[config.mk]
export PLATFORM = sky130hd
export DESIGN_NAME = ict_core
export DESIGN_NICKNAME = d
export VERILOG_FILES = /design/src/ict_pkg.sv /design/src/ict_core.sv
export SDC_FILE = /design/constraint.sdc
export NUM_CORES = 1
export LEC_CHECK = 0
export BUFFER_PORTS_ARGS = -buffer_cell sky130_fd_sc_hd__buf_2
export CAP_MARGIN = 10
export CORE_MARGIN = 4
export CORE_UTILIZATION = 56
export CTS_CLUSTER_DIAMETER = 150
export DETAILED_ROUTE_END_ITERATION = 7
export PLACE_DENSITY = 0.78
export SLEW_MARGIN = 10
export SYNTH_ARGS = -nofsm -noshare
export SYNTH_HDL_FRONTEND = slang
export SYNTH_SLANG_ARGS = --single-unit
[constraint.sdc]
create_clock -name clock_in -period 4.2 [get_ports clock_in]
set_clock_uncertainty 0.2 [all_clocks]
set_input_delay 1.26 -clock clock_in [delete_from_list [all_inputs] [get_ports clock_in]]
set_output_delay 1.26 -clock clock_in [all_outputs]
set_load 0.05 [all_outputs]
[src/ict_pkg.sv]
// Constants, opcodes and state codes for the instruction cycle core.
// Assumes single-clock use; opcode layout is local to this core.
package ict_pkg;
	// ==========================================================
	// Widths and instruction fields
	localparam int PC_W = 11;
	localparam int INSTR_W = 16;
	localparam int DATA_W = 8;
	localparam int OP_W = 5;
	localparam int OP_LSB = 11;
	localparam int SEL_LSB = 8;
	localparam int SEL_W = 3;
	localparam int DST_BIT = 8;
	localparam int PH_W = 2;
	// ==========================================================
	// Instruction cycle phases, four clocks per cycle
	localparam logic [PH_W-1:0] PH_FIRST = 2'h0;
	localparam logic [PH_W-1:0] PH_READ = 2'h1;
	localparam logic [PH_W-1:0] PH_WRITE = 2'h2;
	localparam logic [PH_W-1:0] PH_LAST = 2'h3;
	// ==========================================================
	// Special addresses and reset values
	localparam logic [DATA_W-1:0] PC_LOW_ADDR = 8'h06;
	localparam logic [PC_W-1:0] PC_RESET = 11'h000;
	localparam logic [DATA_W-1:0] DATA_ZERO = 8'h00;
	localparam logic [DATA_W-1:0] DATA_ONE = 8'h01;
	// ==========================================================
	// Opcodes
	localparam logic [OP_W-1:0] OP_NOP = 5'h00;
	localparam logic [OP_W-1:0] OP_LOAD_A_M = 5'h01;
	localparam logic [OP_W-1:0] OP_STORE_M_A = 5'h02;
	localparam logic [OP_W-1:0] OP_LOAD_A_X = 5'h03;
	localparam logic [OP_W-1:0] OP_ADD_M = 5'h04;
	localparam logic [OP_W-1:0] OP_ADD_X = 5'h05;
	localparam logic [OP_W-1:0] OP_SUB_M = 5'h06;
	localparam logic [OP_W-1:0] OP_SUB_X = 5'h07;
	localparam logic [OP_W-1:0] OP_AND = 5'h08;
	localparam logic [OP_W-1:0] OP_OR = 5'h09;
	localparam logic [OP_W-1:0] OP_XOR = 5'h0a;
	localparam logic [OP_W-1:0] OP_COMPL = 5'h0b;
	localparam logic [OP_W-1:0] OP_INC = 5'h0c;
	localparam logic [OP_W-1:0] OP_DEC = 5'h0d;
	localparam logic [OP_W-1:0] OP_ROR = 5'h0e;
	localparam logic [OP_W-1:0] OP_ROL = 5'h0f;
	localparam logic [OP_W-1:0] OP_RORC = 5'h10;
	localparam logic [OP_W-1:0] OP_ROLC = 5'h11;
	localparam logic [OP_W-1:0] OP_SET = 5'h12;
	localparam logic [OP_W-1:0] OP_CLR = 5'h13;
	localparam logic [OP_W-1:0] OP_SZ = 5'h14;
	localparam logic [OP_W-1:0] OP_SZ_BIT = 5'h15;
	localparam logic [OP_W-1:0] OP_SNZ_BIT = 5'h16;
	localparam logic [OP_W-1:0] OP_BRANCH = 5'h17;
	localparam logic [OP_W-1:0] OP_CALL = 5'h18;
	localparam logic [OP_W-1:0] OP_EXIT = 5'h19;
	localparam logic [OP_W-1:0] OP_IEXIT = 5'h1a;
	localparam logic [OP_W-1:0] OP_TABRD = 5'h1b;
	localparam logic [OP_W-1:0] OP_IEN_CLR = 5'h1c;
	localparam logic [OP_W-1:0] OP_IEN_SET = 5'h1d;
	// ==========================================================
	// Sequencer states
	typedef enum logic [2:0] {
		ICT_RUN = 3'h1,
		ICT_BUBBLE = 3'h2,
		ICT_TABLE = 3'h4
	} ict_state_type;
endpackage

[src/ict_core.sv]
// Instruction sequencer and datapath of an 8-bit core.
// Assumes program and data memories answer within two clocks of an address.
`timescale 1ns/1ps
`default_nettype none

// Function
// - Moves, arithmetic, logic, rotates and bit operations finish in one instruction cycle.
// - Jump, call, return, interrupt return and table read take two instruction cycles.
// - One instruction cycle is exactly four system clocks.
// - Writing the program counter low byte jumps there and costs one extra cycle.
// - A taken skip costs one extra cycle, an untaken skip finishes in one.
// - Skips test a memory byte or one bit and then run or bypass the next instruction.
// - A call saves a return point and return resumes right after the call.
// - A jump loads the target without saving any return address.
// - Logic operations set the zero flag when the result is zero.
// - Addition flags a carry above 255, subtraction flags a borrow below 0.
// - Increment and decrement change the operand by one into memory or accumulator.
// - Rotates shift one bit, through-carry forms swap the outgoing bit and the carry.
// - Bit force-high and force-low change only the addressed bit by read-modify-write.
// - Moves cover memory to accumulator, accumulator to memory and immediate load.
// - Table reads fetch fixed program memory data into data registers.
// - Interrupt return sets the global enable, a plain return leaves it alone.
module ict_core #(
	parameter int STACK_DEPTH = 8
) (
	// Clock and reset
	input wire logic clock_in,
	input wire logic rst_n_in,
	// Program memory
	output logic [ict_pkg::PC_W-1:0] prog_addr_out,
	input wire logic [ict_pkg::INSTR_W-1:0] prog_data_in,
	// Data memory
	output logic [ict_pkg::DATA_W-1:0] dmem_addr_out,
	input wire logic [ict_pkg::DATA_W-1:0] dmem_rdata_in,
	output logic [ict_pkg::DATA_W-1:0] dmem_wdata_out,
	output logic dmem_we_out,
	// Core state
	output logic [ict_pkg::DATA_W-1:0] acc_out,
	output logic zero_flag_out,
	output logic carry_flag_out,
	output logic global_interrupt_enable_out,
	output logic [ict_pkg::DATA_W-1:0] table_high_out
);
	import ict_pkg::*;

	localparam int SP_W = $clog2(STACK_DEPTH);

	// ==========================================================
	// Helpers
	function automatic logic [DATA_W-1:0] bit_mask(input logic [SEL_W-1:0] sel);
		bit_mask = DATA_ONE << sel;
	endfunction

	// ==========================================================
	// State
	ict_state_type st_reg, st_next;
	logic [PH_W-1:0] ph_reg, ph_next;
	logic [PC_W-1:0] pc_reg, pc_next, paddr_reg, paddr_next;
	logic [INSTR_W-1:0] ir_reg, ir_next;
	logic [DATA_W-1:0] opnd_reg, opnd_next, acc_reg, acc_next;
	logic [DATA_W-1:0] daddr_reg, daddr_next, wdata_reg, wdata_next, tblh_reg, tblh_next;
	logic we_reg, we_next, z_reg, z_next, c_reg, c_next, gie_reg, gie_next;
	logic [SP_W-1:0] sp_reg, sp_next;
	logic [PC_W-1:0] stack_reg [STACK_DEPTH];

	// ==========================================================
	// Decode and execute
	logic [OP_W-1:0] op;
	logic [DATA_W-1:0] imm, res;
	logic [SEL_W-1:0] sel;
	logic [DATA_W:0] sum9, diff9;
	logic to_mem, to_acc, z_we, c_we, c_val, skip, xfer, push, pop, tbl, commit;
	logic [PC_W-1:0] tgt;

	assign op = ir_reg[OP_LSB +: OP_W];
	assign imm = ir_reg[DATA_W-1:0];
	assign sel = ir_reg[SEL_LSB +: SEL_W];
	assign commit = (ph_reg == PH_LAST) && (st_reg == ICT_RUN);

	always_comb begin
		res = opnd_reg;
		to_mem = 1'b0;
		to_acc = 1'b0;
		z_we = 1'b0;
		c_we = 1'b0;
		c_val = c_reg;
		skip = 1'b0;
		push = 1'b0;
		pop = 1'b0;
		tbl = 1'b0;
		tgt = ir_reg[PC_W-1:0];
		sum9 = {1'b0, acc_reg} + {1'b0, (op == OP_ADD_X) ? imm : opnd_reg};
		diff9 = {1'b0, acc_reg} - {1'b0, (op == OP_SUB_X) ? imm : opnd_reg};
		case (op)
			OP_LOAD_A_M: to_acc = 1'b1;
			OP_STORE_M_A: begin
				res = acc_reg;
				to_mem = 1'b1;
			end
			OP_LOAD_A_X: begin
				res = imm;
				to_acc = 1'b1;
			end
			OP_ADD_M, OP_ADD_X: begin
				res = sum9[DATA_W-1:0];
				c_val = sum9[DATA_W];
				c_we = 1'b1;
				z_we = 1'b1;
				to_mem = (op == OP_ADD_M) && ir_reg[DST_BIT];
				to_acc = !to_mem;
			end
			OP_SUB_M, OP_SUB_X: begin
				res = diff9[DATA_W-1:0];
				c_val = diff9[DATA_W];
				c_we = 1'b1;
				z_we = 1'b1;
				to_mem = (op == OP_SUB_M) && ir_reg[DST_BIT];
				to_acc = !to_mem;
			end
			OP_AND, OP_OR, OP_XOR, OP_COMPL: begin
				if (op == OP_AND) begin
					res = acc_reg & opnd_reg;
				end else if (op == OP_OR) begin
					res = acc_reg | opnd_reg;
				end else if (op == OP_XOR) begin
					res = acc_reg ^ opnd_reg;
				end else begin
					res = ~opnd_reg;
				end
				z_we = 1'b1;
				to_mem = ir_reg[DST_BIT];
				to_acc = !to_mem;
			end
			OP_INC, OP_DEC: begin
				res = (op == OP_INC) ? opnd_reg + DATA_ONE : opnd_reg - DATA_ONE;
				z_we = 1'b1;
				to_mem = ir_reg[DST_BIT];
				to_acc = !to_mem;
			end
			OP_ROR, OP_ROL, OP_RORC, OP_ROLC: begin
				if (op == OP_ROR) begin
					res = {opnd_reg[0], opnd_reg[DATA_W-1:1]};
				end else if (op == OP_ROL) begin
					res = {opnd_reg[DATA_W-2:0], opnd_reg[DATA_W-1]};
				end else if (op == OP_RORC) begin
					res = {c_reg, opnd_reg[DATA_W-1:1]};
					c_val = opnd_reg[0];
					c_we = 1'b1;
				end else begin
					res = {opnd_reg[DATA_W-2:0], c_reg};
					c_val = opnd_reg[DATA_W-1];
					c_we = 1'b1;
				end
				to_mem = ir_reg[DST_BIT];
				to_acc = !to_mem;
			end
			OP_SET: begin
				res = opnd_reg | bit_mask(sel);
				to_mem = 1'b1;
			end
			OP_CLR: begin
				res = opnd_reg & ~bit_mask(sel);
				to_mem = 1'b1;
			end
			OP_SZ: skip = (opnd_reg == DATA_ZERO);
			OP_SZ_BIT: skip = ((opnd_reg & bit_mask(sel)) == DATA_ZERO);
			OP_SNZ_BIT: skip = ((opnd_reg & bit_mask(sel)) != DATA_ZERO);
			OP_CALL: push = 1'b1;
			OP_EXIT, OP_IEXIT: begin
				pop = 1'b1;
				tgt = stack_reg[sp_reg - SP_W'(1)];
			end
			OP_TABRD: tbl = 1'b1;
			default: ;
		endcase
		// Any result landing on the low program counter byte is a jump
		if (to_mem && (imm == PC_LOW_ADDR)) begin
			tgt = {pc_reg[PC_W-1:DATA_W], res};
		end
		xfer = (op == OP_BRANCH) || push || pop || (to_mem && (imm == PC_LOW_ADDR));
	end

	// ==========================================================
	// Next state
	always_comb begin
		st_next = st_reg;
		ph_next = ph_reg + PH_W'(1);
		pc_next = pc_reg;
		paddr_next = paddr_reg;
		ir_next = ir_reg;
		opnd_next = opnd_reg;
		acc_next = acc_reg;
		daddr_next = daddr_reg;
		wdata_next = wdata_reg;
		tblh_next = tblh_reg;
		we_next = 1'b0;
		z_next = z_reg;
		c_next = c_reg;
		gie_next = gie_reg;
		sp_next = sp_reg;
		if (ph_reg == PH_READ) begin
			opnd_next = dmem_rdata_in;
		end
		// Write strobe stands for the last clock of the cycle only
		if (ph_reg == PH_WRITE) begin
			if ((st_reg == ICT_RUN) && to_mem) begin
				we_next = 1'b1;
				wdata_next = res;
			end else if (st_reg == ICT_TABLE) begin
				we_next = 1'b1;
				wdata_next = prog_data_in[DATA_W-1:0];
				tblh_next = prog_data_in[INSTR_W-1:DATA_W];
			end
		end
		if (ph_reg == PH_LAST) begin
			case (st_reg)
				ICT_TABLE: begin
					st_next = ICT_RUN;
					paddr_next = pc_reg;
					daddr_next = ir_reg[DATA_W-1:0];
				end
				default: begin
					ir_next = prog_data_in;
					pc_next = pc_reg + PC_W'(1);
					paddr_next = pc_reg + PC_W'(1);
					daddr_next = prog_data_in[DATA_W-1:0];
					st_next = ICT_RUN;
					if (st_reg == ICT_RUN) begin
						if (to_acc) begin
							acc_next = res;
						end
						if (z_we) begin
							z_next = (res == DATA_ZERO);
						end
						if (c_we) begin
							c_next = c_val;
						end
						if (op == OP_IEXIT || op == OP_IEN_SET) begin
							gie_next = 1'b1;
						end else if (op == OP_IEN_CLR) begin
							gie_next = 1'b0;
						end
						if (push) begin
							sp_next = sp_reg + SP_W'(1);
						end else if (pop) begin
							sp_next = sp_reg - SP_W'(1);
						end
						// Prefetched word is dropped; target is fetched in the spare cycle
						if (xfer) begin
							st_next = ICT_BUBBLE;
							pc_next = tgt;
							paddr_next = tgt;
						end else if (skip) begin
							st_next = ICT_BUBBLE;
						end else if (tbl) begin
							st_next = ICT_TABLE;
							paddr_next = {sel, acc_reg};
							daddr_next = imm;
						end
					end
				end
			endcase
		end
	end

	always_ff @(posedge clock_in or negedge rst_n_in) begin
		if (!rst_n_in) begin
			st_reg <= ICT_BUBBLE;
			ph_reg <= PH_FIRST;
			pc_reg <= PC_RESET;
			paddr_reg <= PC_RESET;
			ir_reg <= '0;
			opnd_reg <= DATA_ZERO;
			acc_reg <= DATA_ZERO;
			daddr_reg <= DATA_ZERO;
			wdata_reg <= DATA_ZERO;
			tblh_reg <= DATA_ZERO;
			we_reg <= 1'b0;
			z_reg <= 1'b0;
			c_reg <= 1'b0;
			gie_reg <= 1'b0;
			sp_reg <= '0;
		end else begin
			st_reg <= st_next;
			ph_reg <= ph_next;
			pc_reg <= pc_next;
			paddr_reg <= paddr_next;
			ir_reg <= ir_next;
			opnd_reg <= opnd_next;
			acc_reg <= acc_next;
			daddr_reg <= daddr_next;
			wdata_reg <= wdata_next;
			tblh_reg <= tblh_next;
			we_reg <= we_next;
			z_reg <= z_next;
			c_reg <= c_next;
			gie_reg <= gie_next;
			sp_reg <= sp_next;
		end
	end

	// Stack is not reset; overflow wraps and overwrites the oldest entry
	always_ff @(posedge clock_in) begin
		if (commit && push) begin
			stack_reg[sp_reg] <= pc_reg;
		end
	end

	assign prog_addr_out = paddr_reg;
	assign dmem_addr_out = daddr_reg;
	assign dmem_wdata_out = wdata_reg;
	assign dmem_we_out = we_reg;
	assign acc_out = acc_reg;
	assign zero_flag_out = z_reg;
	assign carry_flag_out = c_reg;
	assign global_interrupt_enable_out = gie_reg;
	assign table_high_out = tblh_reg;
endmodule
`default_nettype wire

======== After elaboration in Yosys (flattened, before gate mapping) ========
Memory sizes are Yosys's and may differ from the RTL's.
Cells that the tools add are included.
word-level totals
  register bits after elaboration ......... 90
  bits in writable memories ............... 88
  input bits .............................. 26
  output and inout port bits .............. 47
  memories kept ........................... 1
cells by class
  add/sub/neg operators ................... 8
  eq/ne operators ......................... 37
  shift operators ......................... 1
  muxes and demuxes ....................... 54
  bitwise logic cells ..................... 10
  reduce and logical (&&, ||, !) cells .... 40
memories
  memory     depth  width  read ports  clocked after Yosys merged registers in  wr ports  RTL line        RTL
  stack_reg  8      11     1           0                                        1         ict_core.sv:64  logic [PC_W-1:0] stack_reg [STACK_DEPTH];
operators by type and width
  operator                                                                count
  8-bit two-way mux                                                       16
  11-bit two-way mux                                                      9
  8-bit one-hot mux with 9 select lines                                   1
  5-bit equality test (second input constant)                             14
  5-bit by 4-bit equality test with 1-bit output (second input constant)  8
  8-bit bitwise AND                                                       3
  8-bit zero test                                                         3
  3-bit two-way mux                                                       7
  5-bit by 3-bit equality test with 1-bit output (second input constant)  4
  10-bit OR reduction                                                     2
  1-bit two-way mux                                                       16
  8-bit NOT                                                               2
  8-bit OR                                                                2
  4-bit AND reduction                                                     4
  4-bit OR reduction                                                      3
  11-bit by 1-bit adder with 11-bit output (second input constant)        1
  5-bit by 2-bit equality test with 1-bit output (second input constant)  2
  2-bit OR reduction                                                      5
  8-bit by 8-bit adder with 9-bit output                                  1
  8-bit by 8-bit subtractor with 9-bit output                             1
  8-bit by 1-bit adder with 8-bit output (second input constant)          1
  8-bit by 3-bit equality test with 1-bit output (second input constant)  1
  1-bit one-hot mux with 4 select lines                                   2
  8-bit nonzero test                                                      1
  24 further kinds                                                        41

======== Logic depth before layout (Yosys ltp) ========
  depth after elaboration ................. 9
  gate-level depth with buffers ........... 16
  gate-level depth less buffers ........... 15

======== Worst setup path before layout ========
No wires, ideal clock.
  path type ............................... register -> register
  from .................................... reg ir_reg[15]
  to ...................................... reg z_reg (netlist: zero_flag_out)
  setup time .............................. 92 ps
  data arrival time ....................... 3971 ps
  required time ........................... 3908 ps
  slack ................................... -63 ps
  stages on the path, launching flop included .. 16
  path buffers ............................ 2
  period minus slack after synthesis ...... 4263 ps
  cell sequence ........................... dfrtp_1 buf_2 buf_2 nor3_1 nand2_1 mux2_2 ha_1 fa_1 xor2_1 o22ai_1 a21oi_1 nand2_1 or3_4 or4_1 or4_1 o31ai_2
between the ends
  longest elaborated chain between the ends .. 6
  elaborated cells on any way between the ends .. 39
RTL lines
  element                                                                                              RTL line         RTL
  start, declared                                                                                      ict_core.sv:59   logic [INSTR_W-1:0] ir_reg, ir_next;
  start signal, assigned                                                                               ict_core.sv:288  ir_reg <= ir_next;
  parallel branches: the longest is 6 deep, another holds 8-bit by 8-bit subtractor with 9-bit output  n/a
  end signal, assigned                                                                                 ict_core.sv:295  z_reg <= z_next;
  end, declared                                                                                        ict_core.sv:62   logic we_reg, we_next, z_reg, z_next, c_reg, c_next, gie_reg, gie_next;
Several ways; the timed one is not identified.
A chain may end at the register's enable or synchronous reset.

======== Final worst setup path ========
  from .................................... reg ir_reg[11]
  to ...................................... reg z_reg (netlist: zero_flag_out)
The elaborated chain is that of the path after synthesis.

==> impl_metrics.tcl <==
set metrics [dict create \
    status "finished, final reports clean" \
    wirelength_um 33800 \
    reg2reg_to "zero_flag_out" \
    r2r.worst_path.cells 13 \
    maxCapViolCount 0 \
    rrSetupSlack_ps 210 \
    root_buffer "clkbuf_16" \
    grt_pass1_wl_um 52800 \
    port_buffers 72 \
    r2r_start "ir_reg[11]" \
    route.detailed.drc 0 \
    grt_pass1_vias 8897 \
    synth_edf_count 88 \
    p_leak_nw 5.14 \
    diodes 0 \
    hold_viol_final 0 \
    largest_reg_flops 88 \
    clk_latency_ps 450 \
    cts_tree "yes" \
    cts.path.max_buffers 2 \
    p_per_area_nw_per_um2 541 \
    setup_viol 0 \
    fin_crit_ps 3990 \
    die_h_um 146 \
    overflow 0 \
    post_synth_num_cell_types 82 \
    core_region_area_sq_um 18800 \
    grt_setup_unrepaired "false" \
    crit_path_max_fanout 37 \
    fin_cells 1360 \
    place_congestion 1.06 \
    ys.flop_type "dfrtp_1" \
    cp-startpoint "ir_reg[11]" \
    post_drt_via_cell_ratio 6.85 \
    synth_seq_cells 178 \
    start_kind "flop" \
    slew_headroom_pct 41.0 \
    start_util_pct 57.1 \
    clock.fmax_mhz 251 \
    rows 50 \
    hold_ws_ps 284 \
    io-pin-count 73 \
    h-tree-depth 4 \
    yosys.area.top_type "edfxtp_1" \
    grt_usage_pct 31.8 \
    maxSlewViolCount 0 \
    drt-initial-drc-count 1493 \
    mappedNetlistArea_sq_um 10700 \
    async_reset_ff_share_pct 50.6 \
    final_cell_mix "nand2_1 (107), dfrtp_1 (89), edfxtp_1 (88), nor2_1 (79), buf_2 (71)" \
    grt_max_degree 54 \
    hpwl_um 23600 \
    cp-end-kind "flop" \
    first_pass_iters 6 \
    cts.clk_slew.worst_paths_ps 90 \
    synth-seq-area-share_pct 45.7 \
    vias 9311 \
    ctsHoldBuffers 0 \
    area_growth_pct 13.1 \
    ant_nets 0 \
    crit_type "reg -> reg" \
    worstPathRequired_ps 4360 \
    wl_per_cell_um 24.9 \
    arrival_ps 4150 \
    nets 1190 \
    synth_cells 1034 \
    numCtsBuffers 17 \
    ir_worst_vdd_mv 0.466 \
    hp-class "reg -> reg" \
    yosysWarnings 0 \
    drive_gt1_share_pct 19.9 \
    synth_fp_nets 1111 \
    die_area_sq_um 21400 \
    endpoint "zero_flag_out" \
    fill_cells 1480 \
    ys_top_cells_by_area "edfxtp_1 (25%), dfrtp_1 (21%), ha_1 (5.6%)" \
    timing.setup.tns_ps 0 \
    dpl.cell_count 1328 \
    dieWidth_um 146 \
    fin_crit_sh_pct 94.9 \
    final_common_cell "nand2_1" \
    avgSynthCellArea_sq_um 10.4 \
    cts.sinks 178 \
    antenna_found_initial 1 \
    timing_worst_slew_pin_value_ps 883 \
    synth_top_area_share_pct 24.7 \
]
through the flow:
step                      power [mW]  worst slack [ps]  area, sq um  utilization (%)
final                           6.56               214        12100             64.6
after global routing            6.84              18.2        12100             64.6
after CTS                       6.52               195        12100             64.5
after detailed placement        4.85               222        11500             61.3
after global placement          4.81               356        11500             61.3
after floorplan                 4.07              90.8        10700                -
critical path: stages (launching register included):
cell	delay [ps]
dfrtp_1	390
buf_4	400
inv_1	110
nand2_1	240
inv_1	90
fa_1	400
xor2_1	180
o22ai_1	120
a21oi_1	170
nand2_1	70
or3_4	400
or4_1	520
or4_1	420
o31ai_2	180
power breakdown:
part | total, mW | switching (mW) | internal, mW
registers | 2.47 | 0.372 | 2.09
logic | 2.43 | 1.51 | 0.917
clock network | 1.66 | 0.844 | 0.818
total | 6.56 | 2.73 | 3.83
synthesized netlist by cell type (all sizes together), types with 6 or more instances:
| cell type | n |
|---|---|
| a211oi | 19 |
| a21oi | 63 |
| a22oi | 7 |
| a31oi | 13 |
| and2 | 6 |
| buf | 22 |
| clkbuf | 44 |
| dfrtp | 89 |
| edfxtp | 88 |
| ha | 48 |
| inv | 38 |
| mux2 | 29 |
| mux2i | 51 |
| mux4 | 23 |
| nand2 | 108 |
| nand2b | 12 |
| nand3 | 18 |
| nand3b | 9 |
| nand4 | 7 |
| nor2 | 79 |
| nor2b | 10 |
| nor3 | 36 |
| nor4 | 6 |
| o21ai | 71 |
| o221ai | 7 |
| o22ai | 9 |
| or3 | 6 |
| xnor2 | 13 |
| xor2 | 10 |
final cells by class:
| type | instances | area (sq um) | share of cell area [%] |
|---|---|---|---|
| Multi-Input combinational cell | 751 | 5400 | 44.6 |
| Sequential cell | 178 | 4900 | 40.4 |
| Timing Repair Buffer | 126 | 768 | 6.34 |
| Clock buffer | 17 | 425 | 3.51 |
| Tap cell | 234 | 293 | 2.42 |
| Clock inverter | 15 | 188 | 1.55 |
| Inverter | 39 | 146 | 1.21 |
worst min-delay path by stage:
stage / startpoint / end / slack [ps] / cells past startpoint
finish: dmem_wdata_out[5] / dmem_wdata_out[5] / 280 / 2
global route: dmem_wdata_out[4] / dmem_wdata_out[4] / 300 / 2
CTS: dmem_wdata_out[4] / dmem_wdata_out[4] / 280 / 2
detailed placement: dmem_wdata_out[4] / dmem_wdata_out[4] / 270 / 2
global placement: ph_reg[0] / ph_reg[0] / 260 / 1
floorplan: ph_reg[0] / ph_reg[0] / 250 / 1
timing repair:
action | 4_1_cts | 5_1_grt
setup buffers | 0 | 0
endpoints found under the setup margin | 0 | 1
resized for setup | 0 | 2
cell families (layout without fill, tap and decap cells):
family | count (synthesis) | in the layout | share of synthesized area, %
compound gates | 248 | 248 | 14.8
xor+xnor | 23 | 23 | 1.88
fa+ha+maj | 51 | 51 | 6.17
buf+inv | 105 | 197 | 4.02
flops | 178 | 178 | 45.7
mux | 103 | 103 | 12.6
simple gates | 326 | 326 | 14.8
per-layer routing:
metal	vias to the layer above	GRT usage, %	wire length [um]
met5	-	0	13
met4	2	10.5	1080
met3	108	6.55	3670
met2	633	49.5	15400
met1	4547	45.1	13700
li1	4021	-	-
Note: power is estimated with default switching activity, not from simulation.
